### src/include/thermal_regs_pkg.sv
/*
 * constants shared by the thermal alert mask and timer register bank:
 * register offsets, field positions, reset values and timing figures.
 * assumes a 100 MHz core clock; times are converted here to cycles, ticks or fast periods.
 */
package thermal_regs_pkg;

	// core clock
	localparam int unsigned CLK_PERIOD_NS = 10;

	// register offsets
	localparam logic [7:0] OFF_ALERT_MASK = 8'h75;
	localparam logic [7:0] OFF_VOLT_LOW = 8'h76;
	localparam logic [7:0] OFF_TEMP_LOW = 8'h77;
	localparam logic [7:0] OFF_CONFIG = 8'h78;
	localparam logic [7:0] OFF_TIMER = 8'h79;
	localparam logic [7:0] OFF_LIMIT = 8'h7a;
	localparam logic [7:0] OFF_ALERT_STATUS = 8'h80;
	// high bytes of the five readings, in channel order
	localparam logic [7:0] OFF_RESULT_BASE = 8'h81;

	// reset values
	localparam logic [7:0] CONFIG_RESET = 8'h00;
	localparam logic [7:0] TIMER_RESET = 8'h00;
	localparam logic [7:0] MASK_RESET = 8'h00;
	localparam logic [7:0] LIMIT_RESET = 8'h00;

	// reading channels
	localparam int unsigned NUM_CHAN = 5;
	localparam logic [2:0] CH_V25 = 3'h0;
	localparam logic [2:0] CH_VCC = 3'h1;
	localparam logic [2:0] CH_REM1 = 3'h2;
	localparam logic [2:0] CH_LOCAL = 3'h3;
	localparam logic [2:0] CH_REM2 = 3'h4;

	// alert mask and alert status bit positions
	localparam int unsigned BIT_OVERTEMP = 1;
	localparam int unsigned BIT_FAN_ONE = 2;
	localparam int unsigned BIT_FAN_FOUR = 5;
	localparam int unsigned BIT_DIODE_ONE = 6;
	localparam logic [7:0] MASK_WRITABLE = 8'hfc;
	localparam logic [7:0] STATUS_USED = 8'hfe;

	// configuration bit positions
	localparam int unsigned CFG_ALERT_PIN = 0;
	localparam int unsigned CFG_MONITOR = 1;
	localparam int unsigned CFG_FULL_SPEED_ON_THERMAL = 2;
	localparam int unsigned CFG_FAST = 3;
	localparam int unsigned CFG_CONT_LO = 4;

	// timing
	localparam int unsigned TICK_US = 22760;
	localparam int unsigned THRESH_US = 45520;
	localparam int unsigned TACH_FAST_MS = 250;
	localparam int unsigned TACH_SLOW_MS = 1000;
	localparam int unsigned TICK_CYCLES = TICK_US * 1000 / CLK_PERIOD_NS;
	localparam int unsigned TACH_FAST_CYCLES = TACH_FAST_MS * 1000000 / CLK_PERIOD_NS;
	localparam logic [7:0] THRESH_TICKS = 8'(THRESH_US / TICK_US);
	localparam logic [1:0] TACH_SLOW_LAST = 2'(TACH_SLOW_MS / TACH_FAST_MS - 1);

endpackage

### src/hw/thermal_alert_regs.sv
/*
 * alert mask, extended-resolution, configuration, assertion timer and
 * limit registers of a thermal and fan monitor, with its alert status.
 * assumes the conversion engine, fan fault detection and pwm generator
 * run on clk_i; the thermal pin arrives asynchronously, active low.
 */
`timescale 1ns/1ps

// Operation
// - overtemp mask bit suppresses alert, read-only
// - mask bits 2-4 suppress fan 1-3 alerts
// - bit 5 masks fan 4 or timer event
// - bits 6-7 mask remote diode faults
// - voltage low bits at 1:0 and 5:4
// - low-bits read freezes readings until high read
// - temperature low bits at 3:2, 5:4, 7:6
// - config bit 0 makes pwm2 pin alert
// - config bit 1 enables thermal pin monitoring
// - full_speed_on_thermal forces all fans full on assertion
// - fast bit measures tach every 250 ms
// - bits 4-7 enable continuous tach per input
// - timer bits 7:1 zero below 45.52 ms
// - bit 0 set on assertion, cleared on read
// - bit 0 becomes lsb of 22.76 ms count
// - duration beyond limit raises status bit 5
module thermal_alert_regs #(
	parameter int unsigned TICK_CYCLES = thermal_regs_pkg::TICK_CYCLES,
	parameter int unsigned TACH_CYCLES = thermal_regs_pkg::TACH_FAST_CYCLES,
	parameter int unsigned NUM_FANS = 4
) (
	input wire logic clk_i,
	input wire logic rst_n_i,
	input wire logic ce_i,
	input wire logic [7:0] addr_i,
	input wire logic [7:0] wdata_i,
	input wire logic wr_i,
	input wire logic rd_i,
	output logic [7:0] rdata_o,
	input wire logic adc_valid_i,
	input wire logic [2:0] adc_chan_i,
	input wire logic [9:0] adc_data_i,
	input wire logic overtemp_i,
	input wire logic [3:0] fan_fault_i,
	input wire logic [1:0] diode_fault_i,
	input wire logic input_four_thermal_i,
	input wire logic thermal_pin_n_i,
	input wire logic [NUM_FANS-1:0] fan_pwm_i,
	input wire logic pwm2_i,
	output logic [NUM_FANS-1:0] fan_pwm_o,
	output logic pwm2_pin_o,
	output logic pwm2_pin_oe_n_o,
	output logic irq_o,
	output logic tach_sample_o,
	output logic tach_fast_o,
	output logic [3:0] tach_continuous_o
);

	localparam int TICK_W = $clog2(TICK_CYCLES + 1);
	localparam int TACH_W = $clog2(TACH_CYCLES + 1);
	localparam logic [TICK_W-1:0] TICK_LAST = TICK_W'(TICK_CYCLES - 1);
	localparam logic [TACH_W-1:0] TACH_LAST = TACH_W'(TACH_CYCLES - 1);

	function automatic logic hit(input logic [7:0] a, input logic [7:0] off);
		hit = (a == off);
	endfunction

	function automatic logic [1:0] low2(input logic [9:0] v);
		low2 = v[1:0];
	endfunction

	logic [7:0] cfg_reg;
	logic [7:0] mask_reg;
	logic [7:0] limit_reg;
	logic [7:0] status_reg;
	logic [7:0] status_next;
	logic [9:0] res_reg [thermal_regs_pkg::NUM_CHAN];
	logic [1:0] pend_volt_reg;
	logic [2:0] pend_temp_reg;
	logic pin_meta_reg;
	logic pin_sync_reg;
	logic asserted_d_reg;
	logic [TICK_W-1:0] tick_cnt_reg;
	logic [7:0] run_reg;
	logic [7:0] dur_reg;
	logic assert_flag_reg;
	logic [TACH_W-1:0] tach_cnt_reg;
	logic [1:0] quarter_reg;
	logic [7:0] rdata_reg;
	logic irq_reg;
	logic [NUM_FANS-1:0] fan_pwm_reg;
	logic pwm2_pin_reg;
	logic pwm2_oe_n_reg;
	logic tach_sample_reg;

	logic rd_en;
	logic wr_en;
	logic monitor_on;
	logic asserted;
	logic rise;
	logic tick;
	logic timer_event;
	logic [7:0] mask_eff;
	logic [7:0] events;
	logic [7:0] timer_value;
	logic [7:0] rd_value;
	logic alert_now;
	logic [7:0] res_off;

	assign rd_en = rd_i && ce_i;
	assign wr_en = wr_i && ce_i;
	assign res_off = addr_i - thermal_regs_pkg::OFF_RESULT_BASE;
	assign monitor_on = cfg_reg[thermal_regs_pkg::CFG_MONITOR] && input_four_thermal_i;
	assign asserted = monitor_on && pin_sync_reg;
	assign rise = asserted && !asserted_d_reg;
	assign tick = asserted && !rise && (tick_cnt_reg == TICK_LAST);

	// overtemp mask is not writable: it follows monitoring, masked while off
	assign mask_eff = (mask_reg & thermal_regs_pkg::MASK_WRITABLE)
		| (8'h01 << thermal_regs_pkg::BIT_OVERTEMP) & {8{!monitor_on}};

	// limit of zero fires on the edge itself, 0xff never, otherwise at most once per assertion
	assign timer_event = (limit_reg == 8'h00) ? rise
		: (tick && run_reg == limit_reg && run_reg != 8'hff);

	always_comb begin
		events = 8'h00;
		events[thermal_regs_pkg::BIT_OVERTEMP] = overtemp_i;
		events[thermal_regs_pkg::BIT_FAN_ONE +: 3] = fan_fault_i[2:0];
		events[thermal_regs_pkg::BIT_FAN_FOUR] = input_four_thermal_i ? timer_event
			: fan_fault_i[3];
		events[thermal_regs_pkg::BIT_DIODE_ONE +: 2] = diode_fault_i;
	end

	// set wins over a write-one-to-clear in the same cycle
	always_comb begin
		status_next = status_reg;
		if (wr_en && hit(addr_i, thermal_regs_pkg::OFF_ALERT_STATUS)) begin
			status_next = status_reg & ~wdata_i;
		end
		status_next = (status_next | events) & thermal_regs_pkg::STATUS_USED;
	end

	assign alert_now = |(status_reg & ~mask_eff);

	always_comb begin
		if (dur_reg >= thermal_regs_pkg::THRESH_TICKS) begin
			timer_value = dur_reg;
		end else begin
			timer_value = {7'h00, assert_flag_reg};
		end
	end

	always_comb begin
		rd_value = 8'h00;
		if (hit(addr_i, thermal_regs_pkg::OFF_ALERT_MASK)) begin
			rd_value = mask_eff;
		end else if (hit(addr_i, thermal_regs_pkg::OFF_VOLT_LOW)) begin
			rd_value = {2'b00, low2(res_reg[thermal_regs_pkg::CH_VCC]), 2'b00,
				low2(res_reg[thermal_regs_pkg::CH_V25])};
		end else if (hit(addr_i, thermal_regs_pkg::OFF_TEMP_LOW)) begin
			rd_value = {low2(res_reg[thermal_regs_pkg::CH_REM2]),
				low2(res_reg[thermal_regs_pkg::CH_LOCAL]),
				low2(res_reg[thermal_regs_pkg::CH_REM1]), 2'b00};
		end else if (hit(addr_i, thermal_regs_pkg::OFF_CONFIG)) begin
			rd_value = cfg_reg;
		end else if (hit(addr_i, thermal_regs_pkg::OFF_TIMER)) begin
			rd_value = timer_value;
		end else if (hit(addr_i, thermal_regs_pkg::OFF_LIMIT)) begin
			rd_value = limit_reg;
		end else if (hit(addr_i, thermal_regs_pkg::OFF_ALERT_STATUS)) begin
			rd_value = status_reg;
		end else if (res_off < 8'(thermal_regs_pkg::NUM_CHAN)) begin
			rd_value = res_reg[res_off[2:0]][9:2];
		end
	end

	always_ff @(posedge clk_i or negedge rst_n_i) begin
		if (!rst_n_i) begin
			rdata_reg <= 8'h00;
		end else if (ce_i) begin
			rdata_reg <= rd_i ? rd_value : 8'h00;
		end
	end

	always_ff @(posedge clk_i or negedge rst_n_i) begin
		if (!rst_n_i) begin
			cfg_reg <= thermal_regs_pkg::CONFIG_RESET;
			mask_reg <= thermal_regs_pkg::MASK_RESET;
			limit_reg <= thermal_regs_pkg::LIMIT_RESET;
		end else if (wr_en) begin
			if (hit(addr_i, thermal_regs_pkg::OFF_CONFIG)) begin
				cfg_reg <= wdata_i;
			end
			if (hit(addr_i, thermal_regs_pkg::OFF_ALERT_MASK)) begin
				mask_reg <= wdata_i & thermal_regs_pkg::MASK_WRITABLE;
			end
			if (hit(addr_i, thermal_regs_pkg::OFF_LIMIT)) begin
				limit_reg <= wdata_i;
			end
		end
	end

	always_ff @(posedge clk_i or negedge rst_n_i) begin
		if (!rst_n_i) begin
			status_reg <= 8'h00;
			irq_reg <= 1'b0;
		end else if (ce_i) begin
			status_reg <= status_next;
			irq_reg <= |(status_next & ~mask_eff);
		end
	end

	// a low-bits read freezes its group until every high byte of it is read
	always_ff @(posedge clk_i or negedge rst_n_i) begin
		if (!rst_n_i) begin
			pend_volt_reg <= 2'b00;
			pend_temp_reg <= 3'b000;
		end else if (rd_en) begin
			if (hit(addr_i, thermal_regs_pkg::OFF_VOLT_LOW)) begin
				pend_volt_reg <= 2'b11;
			end else if (hit(addr_i, thermal_regs_pkg::OFF_TEMP_LOW)) begin
				pend_temp_reg <= 3'b111;
			end else if (res_off < 8'(thermal_regs_pkg::CH_REM1)) begin
				pend_volt_reg[res_off[0]] <= 1'b0;
			end else if (res_off < 8'(thermal_regs_pkg::NUM_CHAN)) begin
				pend_temp_reg[2'(res_off[2:0] - thermal_regs_pkg::CH_REM1)] <= 1'b0;
			end
		end
	end

	always_ff @(posedge clk_i or negedge rst_n_i) begin
		if (!rst_n_i) begin
			for (int i = 0; i < thermal_regs_pkg::NUM_CHAN; i++) begin
				res_reg[i] <= 10'h000;
			end
		end else if (ce_i && adc_valid_i && adc_chan_i <= thermal_regs_pkg::CH_REM2) begin
			if (adc_chan_i < thermal_regs_pkg::CH_REM1 ? !(|pend_volt_reg)
				: !(|pend_temp_reg)) begin
				res_reg[adc_chan_i] <= adc_data_i;
			end
		end
	end

	// pin is active low and asynchronous
	always_ff @(posedge clk_i or negedge rst_n_i) begin
		if (!rst_n_i) begin
			pin_meta_reg <= 1'b0;
			pin_sync_reg <= 1'b0;
			asserted_d_reg <= 1'b0;
		end else if (ce_i) begin
			pin_meta_reg <= !thermal_pin_n_i;
			pin_sync_reg <= pin_meta_reg;
			asserted_d_reg <= asserted;
		end
	end

	// tick phase restarts with each assertion so the first tick is a full period
	always_ff @(posedge clk_i or negedge rst_n_i) begin
		if (!rst_n_i) begin
			tick_cnt_reg <= '0;
			run_reg <= 8'h00;
		end else if (ce_i) begin
			if (!asserted || rise || tick) begin
				tick_cnt_reg <= '0;
			end else begin
				tick_cnt_reg <= tick_cnt_reg + 1'b1;
			end
			if (rise) begin
				run_reg <= 8'h00;
			end else if (tick && run_reg != 8'hff) begin
				run_reg <= run_reg + 8'h01;
			end
		end
	end

	// duration accumulates between reads and saturates at full scale
	always_ff @(posedge clk_i or negedge rst_n_i) begin
		if (!rst_n_i) begin
			dur_reg <= thermal_regs_pkg::TIMER_RESET;
			assert_flag_reg <= 1'b0;
		end else if (ce_i) begin
			if (rise) begin
				assert_flag_reg <= 1'b1;
			end else if (rd_i && hit(addr_i, thermal_regs_pkg::OFF_TIMER)) begin
				assert_flag_reg <= 1'b0;
			end
			if (rd_i && hit(addr_i, thermal_regs_pkg::OFF_TIMER)) begin
				dur_reg <= {7'h00, tick};
			end else if (tick && dur_reg != 8'hff) begin
				dur_reg <= dur_reg + 8'h01;
			end
		end
	end

	always_ff @(posedge clk_i or negedge rst_n_i) begin
		if (!rst_n_i) begin
			fan_pwm_reg <= '0;
		end else if (ce_i) begin
			if (cfg_reg[thermal_regs_pkg::CFG_FULL_SPEED_ON_THERMAL] && asserted) begin
				fan_pwm_reg <= '1;
			end else begin
				fan_pwm_reg <= fan_pwm_i;
			end
		end
	end

	// in alert mode the pin is open drain: drive low only while alerting
	always_ff @(posedge clk_i or negedge rst_n_i) begin
		if (!rst_n_i) begin
			pwm2_pin_reg <= 1'b0;
			pwm2_oe_n_reg <= 1'b1;
		end else if (ce_i) begin
			if (cfg_reg[thermal_regs_pkg::CFG_ALERT_PIN]) begin
				pwm2_pin_reg <= 1'b0;
				pwm2_oe_n_reg <= !alert_now;
			end else begin
				pwm2_pin_reg <= pwm2_i;
				pwm2_oe_n_reg <= 1'b0;
			end
		end
	end

	// slow rate is every fourth fast period, so a rate change never glitches
	always_ff @(posedge clk_i or negedge rst_n_i) begin
		if (!rst_n_i) begin
			tach_cnt_reg <= '0;
			quarter_reg <= 2'b00;
			tach_sample_reg <= 1'b0;
		end else if (ce_i) begin
			tach_sample_reg <= 1'b0;
			if (tach_cnt_reg == TACH_LAST) begin
				tach_cnt_reg <= '0;
				quarter_reg <= quarter_reg + 2'b01;
				tach_sample_reg <= cfg_reg[thermal_regs_pkg::CFG_FAST]
					|| quarter_reg == thermal_regs_pkg::TACH_SLOW_LAST;
			end else begin
				tach_cnt_reg <= tach_cnt_reg + 1'b1;
			end
		end
	end

	assign rdata_o = rdata_reg;
	assign irq_o = irq_reg;
	assign fan_pwm_o = fan_pwm_reg;
	assign pwm2_pin_o = pwm2_pin_reg;
	assign pwm2_pin_oe_n_o = pwm2_oe_n_reg;
	assign tach_sample_o = tach_sample_reg;
	assign tach_fast_o = cfg_reg[thermal_regs_pkg::CFG_FAST];
	assign tach_continuous_o = cfg_reg[thermal_regs_pkg::CFG_CONT_LO +: 4];
endmodule

### config.mk
export PLATFORM = sky130hd
export DESIGN_NAME = thermal_alert_regs
export DESIGN_NICKNAME = d
export VERILOG_FILES = /design/src/include/thermal_regs_pkg.sv /design/src/hw/thermal_alert_regs.sv
export SDC_FILE = /design/constraint.sdc
export NUM_CORES = 1
export LEC_CHECK = 0
export BUFFER_PORTS_ARGS = -buffer_cell sky130_fd_sc_hd__buf_2
export CAP_MARGIN = 25
export CELL_PAD_IN_SITES_DETAIL_PLACEMENT = 0
export CELL_PAD_IN_SITES_GLOBAL_PLACEMENT = 1
export CORE_MARGIN = 5
export CORE_UTILIZATION = 50
export CTS_CLUSTER_DIAMETER = 80
export DETAILED_ROUTE_END_ITERATION = 10
export PLACE_DENSITY = 0.94
export SKIP_LAST_GASP = 1
export SLEW_MARGIN = 10
export SYNTH_ARGS = -nofsm -noshare
export SYNTH_HDL_FRONTEND = slang
export SYNTH_SLANG_ARGS = --single-unit
### constraint.sdc
create_clock -name clk_i -period 5.11 [get_ports clk_i]
set_input_delay 0.2555 -clock clk_i [delete_from_list [all_inputs] [get_ports clk_i]]
set_output_delay 0.2555 -clock clk_i [all_outputs]
set_load 0.005 [all_outputs]
==> flow_summary_export.csv <==
group,metric,value,unit
sta,setup_viol,0,
setup_path,worst-path-max-fanout,18,
clocking,cts_num_sinks,169,
setup_path,critical_path.slowest_cell,"sky130_fd_sc_hd__or4_1",
global_routing,gr-total-overflow,0,
global_routing,grt_antenna_before_repair,0,
global_routing,global_route_wire_length_before_repair,37000,um
synth,netlist.top_cell.by_area,"sky130_fd_sc_hd__dfrtp_1",
drt,vias_per_cell,6.07,
setup_path,critical_path_arrival,2.93,ns
sta,worst_slack,2.53,ns
cells_and_area,filler_cell_count,1570,
place,port-buffer-count,69,
drt,drt_first_iter_violations,442,
die,io-pin-count,70,
setup_path,cp.required,5.47,ns
cells_and_area,largest_register_ffs,50,
drt,drtAntennaViolNets,0,
setup_path,critPathMostFrequentCell,"sky130_fd_sc_hd__or4_1",
synth,synth_enable_flop_cells,0,
setup_path,worst_setup_path_start_kind,"flop",
global_routing,grt_start_max_net_pins,75,
power,vdd_ir_drop_max,0.000248,V
synth,synth.net_count,922,
drt,drc,0,
clocking,clk-insertion-delay-late,0.44,ns
drt,dr.pass1.iters,9,
min_path,min-delay-path-class,"primary input to flop",
clocking,clk_buf_depth,2,
setup_path,worst_path_largest_cell_delay,0.72,ns
synth,synth.top_cells.by_area,"sky130_fd_sc_hd__dfrtp_1 (47%), sky130_fd_sc_hd__mux2_2 (9.4%), sky130_fd_sc_hd__nand2_1 (3.1%)",
clocking,cts_tree,"done",
sta,grt_setup_unrepaired,"no",
setup_path,path_cells,"ha_1, nor4bb_1, nand4_1, or4_1, or4_1, a21oi_1",
die,dieHeight,144,um
place,detailed_place_hpwl,15700,um
die,die_area,20800,um^2
global_routing,track_usage,0.224,
die,coreArea,17900,um^2
clocking,setup_fix_bufs_post_cts,0,
synth,mappedNetlistArea,9030,um^2
sta,worstMarginPinSlew,0.822,ns
synth,synthCells,861,
sta,timing.setup.tns,0,ns
power,p_leak,4.40,nW
cells_and_area,num_antenna_cells,0,
sta,max-slew-margin-rel,0.444,
synth,post_synthesis_sequential_element_count,169,
clocking,clkSlewWorstSetupHoldPaths,0.07,ns
setup_path,worst_setup_path_end_kind,"flop",
setup_path,cp_num_buf_inv,0,
clocking,number_of_cts_inserted_buffers,17,
sta,timing_hold_violations_final,0,
synth,synth.yosys.warnings,0,
synth,yosys.cell_count.top_type,"sky130_fd_sc_hd__dfrtp_1",
sta,min_period_over_period,0.504,
drt,routedWlPerCell,19.0,um
clocking,post_cts.resized_instances,0,
synth,synth_top_cell_area_share,0.466,
synth,seq_area_frac_synth,0.468,
setup_path,r2r_setup_slack,2.53,ns
die,start_util,0.504,
die,fp-row-count,49,
job,drv_cap,0,
cells_and_area,area_delta_synth_final,12.7,%
sta,slew_violations,0,
die,die_width,144,um
clocking,cts.htree.levels,4,
synth,asyncSetResetFlopFracSynth,1.00,
setup_path,type_of_the_worst_setup_path,"flop to flop",
global_routing,first_global_vias,7065,
clocking,root_buffer,"sky130_fd_sc_hd__clkbuf_16",
sta,fmax,388,MHz
power,cellPowerDensity,313,nW/um^2
cells_and_area,layout-drive-gt1-share,0.229,
status,status,"complete, no violations",
cells_and_area,fin_area,10200,um^2
cells_and_area,final_net_count,981,
synth,syn-mean-instance-area,10.5,um^2
place,gp_congestion,0.906,
setup_path,cp_top_family,"simple AND/OR/NAND/NOR gates",
synth,yosysUniqueCellTypes,79,
drt,vias,7049,
synth,synth_flop_cell,"sky130_fd_sc_hd__dfrtp_1",
synth,synthTopCellsByCount,"sky130_fd_sc_hd__dfrtp_1 (168), sky130_fd_sc_hd__mux2_2 (75), sky130_fd_sc_hd__nand2_1 (75)",
place,dpl-instance-area,9550,um^2
sta,min_cycle_time_layout,2.58,ns
drt,drt_wl_total,22000,um
place,pre_cts_slack,2.16,ns
sta,fin_skew,0.0124,ns
clocking,post_cts_hold_buffer_count,2,
final timing paths:
kind	start	endpoint	cells past startpoint
min in group asynchronous	rst_n_i	dur_reg[7]$_DFFE_PN0P_	2
setup reg to reg	tick_cnt_reg[0]$_DFFE_PN0P_	dur_reg[5]$_DFFE_PN0P_	6
hold / removal	fan_pwm_i[1]	fan_pwm_o[1]$_DFFE_PN0P_	2
max in group asynchronous	rst_n_i	rdata_o[3]$_DFFE_PN0P_	3
hold reg to reg	pend_temp_reg[1]$_DFFE_PN0P_	pend_temp_reg[1]$_DFFE_PN0P_	1
setup / recovery	tick_cnt_reg[0]$_DFFE_PN0P_	dur_reg[5]$_DFFE_PN0P_	6
routing by layer:
layer,part of all wire,vias up,track usage
met5,0,-,0
met4,0.028,0,0.0859
met3,0.053,44,0.0446
met2,0.46,193,0.341
met1,0.46,3488,0.319
li1,-,3324,-
per-stage QoR:
step	cells	hold slack, ns	power, mW	utilization
finish	1162	0.0306	3.18	0.568
global placement	1126	0.344	1.91	0.533
CTS	1160	0.0194	3.21	0.568
floorplan	861	-0.0401	1.78	-
detailed placement	1126	0.340	1.93	0.533
global route	1162	0.0274	3.33	0.568
cell families (layout without fill, tap and decap cells):
kind of cell | Yosys count | after routing | synth area share
xor+xnor | 48 | 48 | 0.0466
buf+inv | 61 | 133 | 0.0280
fa+ha+maj | 13 | 13 | 0.0177
mux | 86 | 86 | 0.117
flops | 169 | 169 | 0.468
compound gates | 151 | 151 | 0.119
simple gates | 333 | 333 | 0.203
cell usage in the layout, fill, tap and decap left out, drive strengths merged, types with 4 or more instances in the layout:
| master | n |
|---|---|
| nand4 | 29 |
| nor4 | 18 |
| or4 | 8 |
| nand2 | 75 |
| nor2 | 52 |
| a32oi | 4 |
| o21a | 4 |
| o221a | 4 |
| nand3 | 43 |
| dfrtp | 168 |
| clkbuf | 18 |
| nor3 | 20 |
| mux2 | 75 |
| a21oi | 25 |
| nor4b | 7 |
| nor2b | 6 |
| nand2b | 16 |
| o22a | 8 |
| mux4 | 8 |
| ha | 12 |
| and2 | 13 |
| a221oi | 7 |
| xor2 | 21 |
| or3 | 7 |
| xnor2 | 27 |
| and4 | 5 |
| and3 | 14 |
| o211ai | 9 |
| a31oi | 6 |
| inv | 28 |
| o21ai | 32 |
| a21o | 6 |
| clkinv | 8 |
| buf | 77 |
| a22o | 7 |
| o31ai | 7 |
power by group:
group          internal (mW)  switching, mW  total (mW)
Clock                  0.658          0.618        1.28
Sequential              1.46         0.0803        1.54
Combinational          0.180          0.183       0.364
area by class of cell:
class,count,area (um^2),area share
Sequential cell,169,4230,0.416
Clock inverter,15,174,0.0171
Tap cell,229,287,0.0282
Multi-Input combinational cell,631,4550,0.447
Clock buffer,17,425,0.0418
Inverter,21,78.8,0.00775
Timing Repair Buffer,80,434,0.0427
Power figures use the tool's default switching activity.
